<file path="src/datapath_consts.vh">
// Constants for the ALU, shift unit, program counter and register file.
// Included by every design file of the datapath slice.
`ifndef DATAPATH_CONSTS_VH
`define DATAPATH_CONSTS_VH

// Microcode ALU operation codes
`define ALU_NOT_A 3'h0
`define ALU_PASS_B 3'h1
`define ALU_A_C 3'h2
`define ALU_A_B_C 3'h3
`define ALU_UNUSED 3'h4
`define ALU_A_A_C 3'h5
`define ALU_A_MINUS_B 3'h6
`define ALU_INSDEP 3'h7

// Shift unit input selects
`define SH_SWAP 2'h0
`define SH_PCB 2'h1
`define SH_PASS 2'h2
`define SH_RIGHT 2'h3

// Register address pad codes
`define PAD_AA 3'h0
`define PAD_AB 3'h1
`define PAD_CC 3'h2
`define PAD_UNUSED 3'h3
`define PAD_AA_PLUS 3'h4
`define PAD_BB 3'h5
`define PAD_OFF 3'h6
`define PAD_DD 3'h7

// Fixed register numbers
`define REG_FIVE 3'h5
`define REG_SP 3'h6
`define REG_SP_USER 3'h7
`define REG_PC 3'h7

// Status word bit positions
`define PSW_USER 15
`define PSW_NOT_KERNEL 14
`define PSW_SET 11

// Load codes of the second program counter stage
`define PCB_ALWAYS 2'h1
`define PCB_IF_SRC 2'h2
`define PCB_IF_DST 2'h3

// Source and destination mux selects
`define MX_SHIFT 2'h0
`define MX_REG 2'h1
`define MX_AUTO 2'h2

`define PC_RESET 16'h0000
`endif

</file>
<file path="src/shift_unit.v">
// Four-input shift unit: byte swap, program counter, pass, right shift.
// Assumes the caller supplies the right-shift inputs of bits 7 and 15.
`include "datapath_consts.vh"
module shift_unit (
	input wire [15:0] i_alu,
	input wire [15:0] i_pcb,
	input wire [1:0] i_sel,
	input wire i_bit7_in,
	input wire i_bit15_in,
	input wire i_bit7_pcb,
	output wire [15:0] o_data
);
	wire [15:0] right_in;
	wire [15:0] pcb_in;
	wire [15:0] swap_in;
	assign right_in = {i_bit15_in, i_alu[15:9], i_bit7_in, i_alu[7:1]};
	assign pcb_in = {i_pcb[15:8], i_bit7_pcb, i_pcb[6:0]};
	assign swap_in = {i_alu[7:0], i_alu[15:8]};
	genvar n;
	generate
		for (n = 0; n < 16; n = n + 1) begin : g_bit
			assign o_data[n] = (i_sel == `SH_SWAP) ? swap_in[n] :
				(i_sel == `SH_PCB) ? pcb_in[n] :
				(i_sel == `SH_PASS) ? i_alu[n] : right_in[n];
		end
	endgenerate
endmodule

</file>
<file path="src/gp_reg_file.v">
// Duplicated sixteen-entry general register file.
// Assumes write enables are active low and sampled on the rising clock.
`include "datapath_consts.vh"
module gp_reg_file (
	input wire i_clk,
	input wire [3:0] i_src_addr,
	input wire [3:0] i_dst_addr,
	input wire [15:0] i_wdata,
	input wire i_we_lo_n,
	input wire i_we_hi_n,
	output wire [15:0] o_src_data,
	output wire [15:0] o_dst_data
);
	reg [15:0] source_reg_copy [0:15];
	reg [15:0] dest_reg_copy [0:15];
	// Both copies take the write at the destination address
	always @(posedge i_clk) begin
		if (!i_we_lo_n) begin
			source_reg_copy[i_dst_addr][7:0] <= i_wdata[7:0];
			dest_reg_copy[i_dst_addr][7:0] <= i_wdata[7:0];
		end
		if (!i_we_hi_n) begin
			source_reg_copy[i_dst_addr][15:8] <= i_wdata[15:8];
			dest_reg_copy[i_dst_addr][15:8] <= i_wdata[15:8];
		end
	end
	assign o_src_data = source_reg_copy[i_src_addr];
	assign o_dst_data = dest_reg_copy[i_dst_addr];
endmodule

</file>
<file path="src/alu_datapath.v">
// ALU control and function, shift unit control, zero detection,
// two-stage program counter and general register addressing.
// Assumes the decode logic supplies instruction flags and lookup outputs,
// and that the timing pulses are one clock wide.
`include "datapath_consts.vh"
// Operation
// - 3-bit op field gives six control signals
// - Fixed codes: B, A+C, A+B+C, 2A+C, A-B
// - Two-word left shift: carry from low word MSB
// - Carry insert from C for ADC/ROTATE_LEFT_INSTR, from inverted C for SUBTRACT_CARRY_INSTR
// - Byte move to register sign-extends high byte
// - Shifter picks swap, PC B, pass, right
// - Swap exchanges ALU bytes into shifter outputs
// - Left shift done in ALU as A+A
// - Arithmetic right shifts replicate ALU bit 15
// - Rotate right and multiply inject special top bit
// - Multiply top bit from source sign and cycle
// - Bit 7 right input: ALU8, ALU7 or C
// - Zero test covers word, low or high byte
// - Two-word check only clears Z
// - Shift select follows lookup, forced zero cases
// - PC stage A loads ALU at T5
// - PC stage B loads stage A at T1
// - Specifier 7 is PC, 6 is mode SP
// - Specifiers 0-5 select set by PSW bit 11
// - Two copies, common write address
// - Register 7 source routes PC B via shifter
// - Pad field picks address sources, 6 zeroes
// - Separate active-low byte write enables
module alu_datapath (
	input wire i_clk,
	input wire i_sys_rst,
	input wire i_t1,
	input wire i_t5,
	input wire [2:0] i_alu_op_field,
	input wire [3:0] i_lookup_sel,
	input wire i_lookup_mode_out,
	input wire i_lookup_carry_out,
	input wire [1:0] i_lookup_shift_sel,
	input wire [1:0] i_shift_sel_field,
	input wire [15:0] i_a,
	input wire [15:0] i_b,
	input wire i_low_word_msb,
	input wire i_c_flag,
	input wire i_z_flag,
	input wire i_combined_arith_shift_instr,
	input wire i_divide_instr,
	input wire i_add_carry_instr,
	input wire i_rotate_left_instr,
	input wire i_subtract_carry_instr,
	input wire i_byte_move_instr,
	input wire i_arith_right_instr,
	input wire i_arith_right_byte_instr,
	input wire i_rotate_right_instr,
	input wire i_rotate_right_byte_instr,
	input wire i_negate_instr,
	input wire i_negate_byte_instr,
	input wire i_byte_swap_instr,
	input wire i_multiply_instr,
	input wire i_class_i,
	input wire i_src_positive,
	input wire i_src_negative,
	input wire i_byte_data,
	input wire i_odd_byte,
	input wire i_dest_is_reg,
	input wire [2:0] i_dest_mode,
	input wire i_two_word_zero_check,
	input wire i_pca_load,
	input wire [1:0] i_pcb_load_code,
	input wire i_conditional_write_bit,
	input wire [2:0] i_src_field,
	input wire [2:0] i_dst_field,
	input wire i_plus_one,
	input wire [2:0] i_pad_field,
	input wire [15:0] i_processor_status_word,
	input wire [1:0] i_src_mux_sel,
	input wire [1:0] i_dst_mux_sel,
	input wire i_low_byte_write_enable_n,
	input wire i_high_byte_write_enable_n,
	output reg [15:0] o_shift_data,
	output reg o_zero,
	output reg o_z_next,
	output reg o_carry_out,
	output reg [15:0] o_pc_stage_a,
	output reg [15:0] o_pc_stage_b,
	output reg [15:0] o_src_mux,
	output reg [15:0] o_dst_mux
);
	reg [3:0] alu_s;
	reg alu_m;
	reg alu_c;
	reg [16:0] sum;
	reg [15:0] alu_out;
	reg [1:0] shift_sel;
	reg [2:0] src_addr;
	reg [2:0] dst_addr;
	reg src_set;
	reg dst_set;
	wire insdep;
	wire carry_dep;
	wire user_mode;
	wire not_kernel;
	wire shift_unit_data;
	wire bit15_in;
	wire bit7_in;
	wire bit7_pcb;
	wire [15:0] shift_out;
	wire [15:0] gs_data;
	wire [15:0] gd_data;
	wire lo_zero;
	wire hi_zero;
	wire next_zero;
	wire force_zero_sel;
	wire src_pc;
	wire dst_pc;
	reg pcb_load;

	assign insdep = (i_alu_op_field == `ALU_INSDEP);
	assign carry_dep = i_lookup_mode_out & i_lookup_carry_out;
	assign user_mode = i_processor_status_word[`PSW_USER];
	assign not_kernel = i_processor_status_word[`PSW_NOT_KERNEL];

	// ALU control decode; S bits, mode and carry in
	always @* begin
		alu_s = 4'h0;
		alu_m = 1'b1;
		alu_c = 1'b0;
		case (i_alu_op_field)
		`ALU_NOT_A: begin
			alu_s = 4'h0;
			alu_m = 1'b1;
		end
		`ALU_PASS_B: begin
			alu_s = 4'hA;
			alu_m = 1'b1;
		end
		`ALU_A_C: begin
			alu_s = 4'h0;
			alu_m = 1'b0;
		end
		`ALU_A_B_C: begin
			alu_s = 4'h9;
			alu_m = 1'b0;
		end
		`ALU_A_A_C: begin
			alu_s = 4'hC;
			alu_m = 1'b0;
		end
		`ALU_A_MINUS_B: begin
			alu_s = 4'h6;
			alu_m = 1'b0;
			alu_c = 1'b1;
		end
		`ALU_INSDEP: begin
			alu_s = i_lookup_sel;
			if (i_byte_swap_instr) begin
				alu_s[3:2] = 2'h3;
			end
			alu_m = i_lookup_mode_out & ~carry_dep;
			if (i_combined_arith_shift_instr | i_divide_instr) begin
				alu_c = i_low_word_msb;
			end else if (carry_dep) begin
				alu_c = ((i_add_carry_instr | i_rotate_left_instr) &
					i_c_flag) | (i_subtract_carry_instr & ~i_c_flag);
			end
		end
		default: begin
			alu_s = 4'h0;
			alu_m = 1'b1;
		end
		endcase
	end

	// ALU function for the select patterns this datapath uses
	always @* begin
		sum = {1'b0, i_a};
		if (alu_m) begin
			case (alu_s)
			4'h0: sum = {1'b0, ~i_a};
			4'hA: sum = {1'b0, i_b};
			4'h3: sum = 17'h00000;
			default: sum = {1'b0, i_a};
			endcase
		end else begin
			case (alu_s)
			4'h0: sum = {1'b0, i_a} + {16'h0000, alu_c};
			4'h9: sum = {1'b0, i_a} + {1'b0, i_b} + {16'h0000, alu_c};
			4'hC: sum = {1'b0, i_a} + {1'b0, i_a} + {16'h0000, alu_c};
			4'h6: sum = {1'b0, i_a} + {1'b0, ~i_b} + {16'h0000, alu_c};
			4'h3: sum = 17'h0FFFF + {16'h0000, alu_c};
			default: sum = {1'b0, i_a};
			endcase
		end
		alu_out = sum[15:0];
		if (i_byte_move_instr & i_dest_is_reg) begin
			alu_out[15:8] = {8{sum[7]}};
		end
	end

	// Special top bit for rotate right and multiply
	assign shift_unit_data = i_multiply_instr ?
		(i_class_i & ((insdep & i_src_positive) |
		(~insdep & i_src_negative))) :
		i_c_flag;
	assign bit15_in = (i_rotate_right_instr | i_rotate_right_byte_instr |
		i_multiply_instr) ? shift_unit_data : sum[15];
	assign bit7_in = i_byte_data ? sum[7] : sum[8];
	assign bit7_pcb = i_rotate_right_byte_instr ? i_c_flag :
		o_pc_stage_b[7];

	assign force_zero_sel = i_byte_swap_instr |
		((i_arith_right_byte_instr | i_rotate_right_byte_instr |
		i_negate_instr | i_negate_byte_instr) &
		(i_dest_mode != 3'h0));
	assign src_pc = (i_src_field == `REG_PC);
	assign dst_pc = (i_dst_field == `REG_PC);

	// Shift select: lookup when instruction dependent, microcode otherwise except PC B when an auto mux routes register 7
	always @* begin
		shift_sel = i_shift_sel_field;
		if (insdep) begin
			if (force_zero_sel) begin
				shift_sel = `SH_SWAP;
			end else if (i_rotate_right_byte_instr) begin
				shift_sel = `SH_PCB;
			end else if (i_byte_data &
				(i_lookup_shift_sel == `SH_RIGHT)) begin
				shift_sel = `SH_PASS;
			end else begin
				shift_sel = i_lookup_shift_sel;
			end
		end else if ((i_src_mux_sel == `MX_AUTO && src_pc) ||
			(i_dst_mux_sel == `MX_AUTO && dst_pc)) begin
			shift_sel = `SH_PCB;
		end
	end

	shift_unit u_shift (
		.i_alu(alu_out),
		.i_pcb(o_pc_stage_b),
		.i_sel(shift_sel),
		.i_bit7_in(bit7_in),
		.i_bit15_in(bit15_in),
		.i_bit7_pcb(bit7_pcb),
		.o_data(shift_out)
	);

	assign lo_zero = (shift_out[7:0] == 8'h00);
	assign hi_zero = (shift_out[15:8] == 8'h00);
	assign next_zero = (i_odd_byte | i_byte_swap_instr) ? hi_zero :
		(i_byte_data ? lo_zero : (lo_zero & hi_zero));

	// Register address mux and set select
	always @* begin
		src_addr = i_src_field;
		dst_addr = i_dst_field;
		if (i_src_field == `REG_SP) begin
			src_addr[0] = user_mode;
		end
		if (i_pad_field == `PAD_AA_PLUS) begin
			src_addr[0] = src_addr[0] | i_plus_one;
		end
		if (i_dst_field == `REG_SP) begin
			dst_addr[0] = user_mode;
		end
		src_set = (i_src_field == `REG_SP) ? not_kernel :
			i_processor_status_word[`PSW_SET];
		dst_set = (i_dst_field == `REG_SP) ? not_kernel :
			i_processor_status_word[`PSW_SET];
		case (i_pad_field)
		`PAD_AA, `PAD_AA_PLUS: begin
			dst_addr = src_addr;
			dst_set = src_set;
		end
		`PAD_AB: begin
		end
		`PAD_BB: begin
			src_addr = dst_addr;
			src_set = dst_set;
		end
		`PAD_CC: begin
			src_addr = `REG_FIVE;
			dst_addr = `REG_FIVE;
			src_set = i_processor_status_word[`PSW_SET];
			dst_set = src_set;
		end
		`PAD_DD: begin
			src_addr = user_mode ? `REG_SP_USER : `REG_SP;
			dst_addr = src_addr;
			src_set = not_kernel;
			dst_set = not_kernel;
		end
		`PAD_OFF: begin
			src_addr = 3'h0;
			dst_addr = 3'h0;
			src_set = i_processor_status_word[`PSW_SET];
			dst_set = src_set;
		end
		default: begin
			src_addr = 3'h0;
			dst_addr = 3'h0;
			src_set = 1'b0;
			dst_set = 1'b0;
		end
		endcase
	end

	gp_reg_file u_regs (
		.i_clk(i_clk),
		.i_src_addr({src_set, src_addr}),
		.i_dst_addr({dst_set, dst_addr}),
		.i_wdata(shift_out),
		.i_we_lo_n(i_low_byte_write_enable_n),
		.i_we_hi_n(i_high_byte_write_enable_n),
		.o_src_data(gs_data),
		.o_dst_data(gd_data)
	);

	// Conditional load of stage B
	always @* begin
		case (i_pcb_load_code)
		`PCB_ALWAYS: pcb_load = 1'b1;
		`PCB_IF_SRC: pcb_load = src_pc;
		`PCB_IF_DST: pcb_load = dst_pc &
			~(i_class_i & i_conditional_write_bit);
		default: pcb_load = 1'b0;
		endcase
	end

	always @(posedge i_clk or posedge i_sys_rst) begin
		if (i_sys_rst) begin
			o_pc_stage_a <= `PC_RESET;
			o_pc_stage_b <= `PC_RESET;
			o_shift_data <= 16'h0000;
			o_zero <= 1'b0;
			o_z_next <= 1'b0;
			o_carry_out <= 1'b0;
			o_src_mux <= 16'h0000;
			o_dst_mux <= 16'h0000;
		end else begin
			if (i_t5 & i_pca_load) begin
				o_pc_stage_a <= alu_out;
			end
			if (i_t1 & pcb_load) begin
				o_pc_stage_b <= o_pc_stage_a;
			end
			o_shift_data <= shift_out;
			o_zero <= next_zero;
			o_z_next <= i_two_word_zero_check ?
				(i_z_flag & next_zero) : next_zero;
			o_carry_out <= i_byte_data ? (sum[8] ^ i_a[8] ^ i_b[8]) :
				sum[16];
			o_src_mux <= (i_src_mux_sel == `MX_REG ||
				(i_src_mux_sel == `MX_AUTO && !src_pc)) ?
				gs_data : shift_out;
			o_dst_mux <= (i_dst_mux_sel == `MX_REG ||
				(i_dst_mux_sel == `MX_AUTO && !dst_pc)) ?
				gd_data : shift_out;
		end
	end
endmodule

</file>
<file path="config.mk">
export PLATFORM = sky130hd
export DESIGN_NAME = alu_datapath
export DESIGN_NICKNAME = d
export VERILOG_FILES = /design/src/shift_unit.v /design/src/gp_reg_file.v /design/src/alu_datapath.v
export VERILOG_INCLUDE_DIRS = /design/src
export SDC_FILE = /design/constraint.sdc
export NUM_CORES = 1
export LEC_CHECK = 0
export ABC_AREA = 0
export BUFFER_PORTS_ARGS = -buffer_cell sky130_fd_sc_hd__buf_2
export CORE_AREA = 2 2 218 220
export CTS_CLUSTER_SIZE = 14
export DETAILED_ROUTE_END_ITERATION = 10
export DIE_AREA = 0 0 220 222
export SETUP_SLACK_MARGIN = 0.5
export SLEW_MARGIN = 10
export SYNTH_ARGS = -nofsm -noshare
export SYNTH_HDL_FRONTEND = slang
export SYNTH_SLANG_ARGS = --single-unit
</file>
<file path="constraint.sdc">
create_clock -name i_clk -period 3.9 [get_ports i_clk]
set_input_delay 0.195 -clock i_clk [delete_from_list [all_inputs] [get_ports i_clk]]
set_output_delay 0.195 -clock i_clk [all_outputs]
set_load 0.01 [all_outputs]
</file>
==> impl_metrics.toml <==
[yosys]
synth_enable_flop_cells = 256
synth_area_um2 = 20200
async_flop_share = 0.245
ys.warnings.count = 0
synthTopCellsByArea = "edfxtp_1 (38%), dfrtp_1 (10%), nand2_1 (6.3%), a211oi_1 (6.1%), and2_1 (4.0%)"
yosysUniqueCellTypes = 93
synth.most_common_cell = "nand2_1"
synth-seq-cells = 339
netlist_top_cells_count = "nand2_1 (341), edfxtp_1 (256), a211oi_1 (165), clkbuf_1 (143), a21oi_1 (142)"
synth_nets = 2255
syn_inst = 2107
yosys.area.top_type_share = 0.380
syn_avg_cell_area_um2 = 9.60
yosysTopAreaCell = "edfxtp_1"
ys_seq_area_frac = 0.483
synth_flop_cell = "edfxtp_1"

[finish]
fillers = 4105
area_growth_pct = 26.6
fin_util = 0.553
drive_above_1_share = 0.268
final-seq-area_um2 = 9760
final_cells = 3049
multi_input_area_um2 = 10200
final_nets = 2560

[global_route]
grt_max_degree = 129
grt_pass1_vias = 17732
antenna_found_initial = 2
grt-ovfl-total = 0
grt_pass1_wl_um = 108000
track_usage = 0.289

[clock_network]
clock_path_buffers = 3
cts-root-buf = "clkbuf_16"
clock_sinks = 339
cts_tree = "yes"
clock_latency_ps = 560
h-tree-depth = 2
path_clk_slew_ps = 60
cts_buffers = 39

[floorplan]
die_x_um = 220
die_area_um2 = 48800
core-area_um2 = 46300
start_util = 0.437
fp-row-count = 79
boundaryPins = 195
die_y_um = 222

[power]
p_leak_nw = 9.79
irDropWorstVdd_mv = 0.342
power.density_nw_per_um2 = 457

[detailed_routing]
detail_route.wl_per_cell_um = 23.9
drc = 0
drtIter0Drc = 1884
ant_nets = 0
vias = 18763
dr.pass1.iters = 6
routed_via_density = 6.15
routed_wl_um = 72800

[outcome]
outcome = "finished, final reports clean"

[placed_design]
post-place-ws_ps = -839
dpl.hpwl_um = 50000
placed_cells = 2925
gp_congestion = 0.954
io_buffers = 180

[sta]
setup_viol = 0
fin_skew_ps = 36.8
slew_headroom = 0.270
final.min_clock_period_ps = 3740
fin_setup_tns_ps = 0
maxSlewViolCount = 0
max_freq_ghz = 0.267
post-route-period-util = 0.959
rsz0062_at_grt = "true"
setup_ws_ps = 158
worstMarginPinSlew_ps = 1090
finalHoldViolations = 0

[critical_path]
crit_path_end_kind = "flip-flop"
worstSetupStartpointType = "input port"
cp.arrival_ps = 4040
critPathKind = "input port to flip-flop"
crit_path_max_fanout = 8
critPathRequiredTime_ps = 4200

[worst_hold_path]
hold_class = "input port to flip-flop"

[run]
drv_cap = 0
==> worst max-delay path, cell delays in order <==
cell,delay (ps)
buf_8,110
a21oi_4,220
buf_6,130
nand4_1,80
a31o_4,250
fa_2,360
nand2b_4,150
a2111o_1,480
a211oi_2,350
o21ai_2,90
o31ai_2,210
xor2_1,120
a221oi_2,360
o22ai_2,130
a221oi_2,270
buf_4,180
clkinvlp_4,110
buf_12,150
buf_16,130
==> logic make-up (layout without fill, tap and decap cells) <==
logic type | after synthesis | in the layout | synth area share
AND/OR/NAND/NOR | 731 | 731 | 0.171
adder cells (fa/ha/maj) | 36 | 36 | 0.0238
other | 0 | 1 | 0
buffers and inverters | 232 | 566 | 0.0449
flip-flops | 339 | 339 | 0.483
multiplexers | 63 | 63 | 0.0337
XOR/XNOR | 16 | 16 | 0.00693
AO/OA/AOI/OAI | 690 | 690 | 0.237
==> power by group <==
part	leakage [nW]	switching, mW	internal, mW	total, mW
combinational	5.84	2.04	1.47	3.52
clock	0.628	1.51	2.16	3.67
sequential	3.32	0.175	4.34	4.52
==> stage by stage <==
stage | hold slack (ps) | power (mW) | area [um2]
global placement | 398 | 7.55 | 23200
global route | 41.0 | 12.2 | 25600
finish | 48.0 | 11.7 | 25600
floorplan | 302 | 6.20 | 20400
detailed placement | 400 | 7.57 | 23200
CTS | 32.8 | 11.4 | 24900
==> final timing paths <==
| path | slack [ps] | cells past startpoint | startpoint | endpoint |
|---|---|---|---|---|
| worst max-delay path | 160 | 19 | i_c_flag | u_regs.dest_reg_copy[15][15] |
| worst min-delay path | 50 | 3 | i_z_flag | o_z_next |
| worst max register to register | 1810 | 7 | o_pc_stage_b[2] | o_z_next |
| worst min register to register | 510 | 1 | o_pc_stage_a[12] | o_pc_stage_a[12] |
| max in group asynchronous | 2600 | 4 | i_sys_rst | o_shift_data[10] |
| min in group asynchronous | 340 | 3 | i_sys_rst | o_pc_stage_b[6] |
==> cell type report <==
type                            instances  share of cell area
Antenna cell                            1           0.0000977
Timing Repair inverter                  2            0.000586
Multi-Input combinational cell       1536               0.398
Timing Repair Buffer                  434               0.130
Inverter                               60              0.0101
Clock buffer                           47              0.0401
Clock inverter                         23             0.00968
Tap cell                              607              0.0297
Sequential cell                       339               0.381
==> registers in the layout, indices dropped and copies added, names as in the netlist <==
signal                  cells
u_regs.source_reg_copy    248
o_dst_mux                  16
o_pc_stage_a               16
o_pc_stage_b               16
o_shift_data               16
o_src_mux                  16
u_regs.dest_reg_copy        8
o_carry_out                 1
o_z_next                    1
o_zero                      1
==> placed cells by master (no fill, tap or decap), drive strengths merged, types with 6 or more instances in the layout <==
cell type / Yosys / routed
nand3b: 7 / 7
o22ai: 16 / 16
a211oi: 167 / 167
nand4: 9 / 9
or4: 6 / 6
mux2i: 23 / 23
nor3: 16 / 16
buf: 28 / 424
a31o: 7 / 7
a21o: 12 / 12
nand2: 341 / 341
nor4: 7 / 7
a21oi: 142 / 142
o21ai: 93 / 93
o211ai: 11 / 11
o31ai: 9 / 9
nor2b: 9 / 9
a311oi: 65 / 65
xnor2: 9 / 9
clkinvlp: 0 / 8
mux2: 40 / 40
inv: 60 / 57
a22oi: 8 / 8
clkinv: 0 / 16
or3: 12 / 12
nand2b: 16 / 16
and2: 129 / 129
nand3: 40 / 40
a221oi: 9 / 9
a31oi: 74 / 74
xor2: 7 / 7
dfrtp: 83 / 83
nor2: 112 / 112
clkbuf: 144 / 53
a211o: 6 / 6
edfxtp: 256 / 256
and3: 9 / 9
ha: 32 / 32
==> per-layer routing <==
metal | wire length [um] | GRT usage | share of wire
met3 | 5860 | 0.0416 | 0.081
met1 | 30400 | 0.399 | 0.42
met4 | 2070 | 0.0853 | 0.028
met5 | 0 | 0 | 0
met2 | 34400 | 0.473 | 0.47
==> timing repair <==
action | 4_1_cts | 5_1_grt
gates resized for setup | 53 | 71
hold buffers | 3 | 0
cloned | 4 | 7
endpoints found under the hold margin | 58 | 0
pin swaps | 22 | 22
setup buffers | 14 | 25
endpoints found under the setup margin | 309 | 285
(Power assumes the default switching activity.)
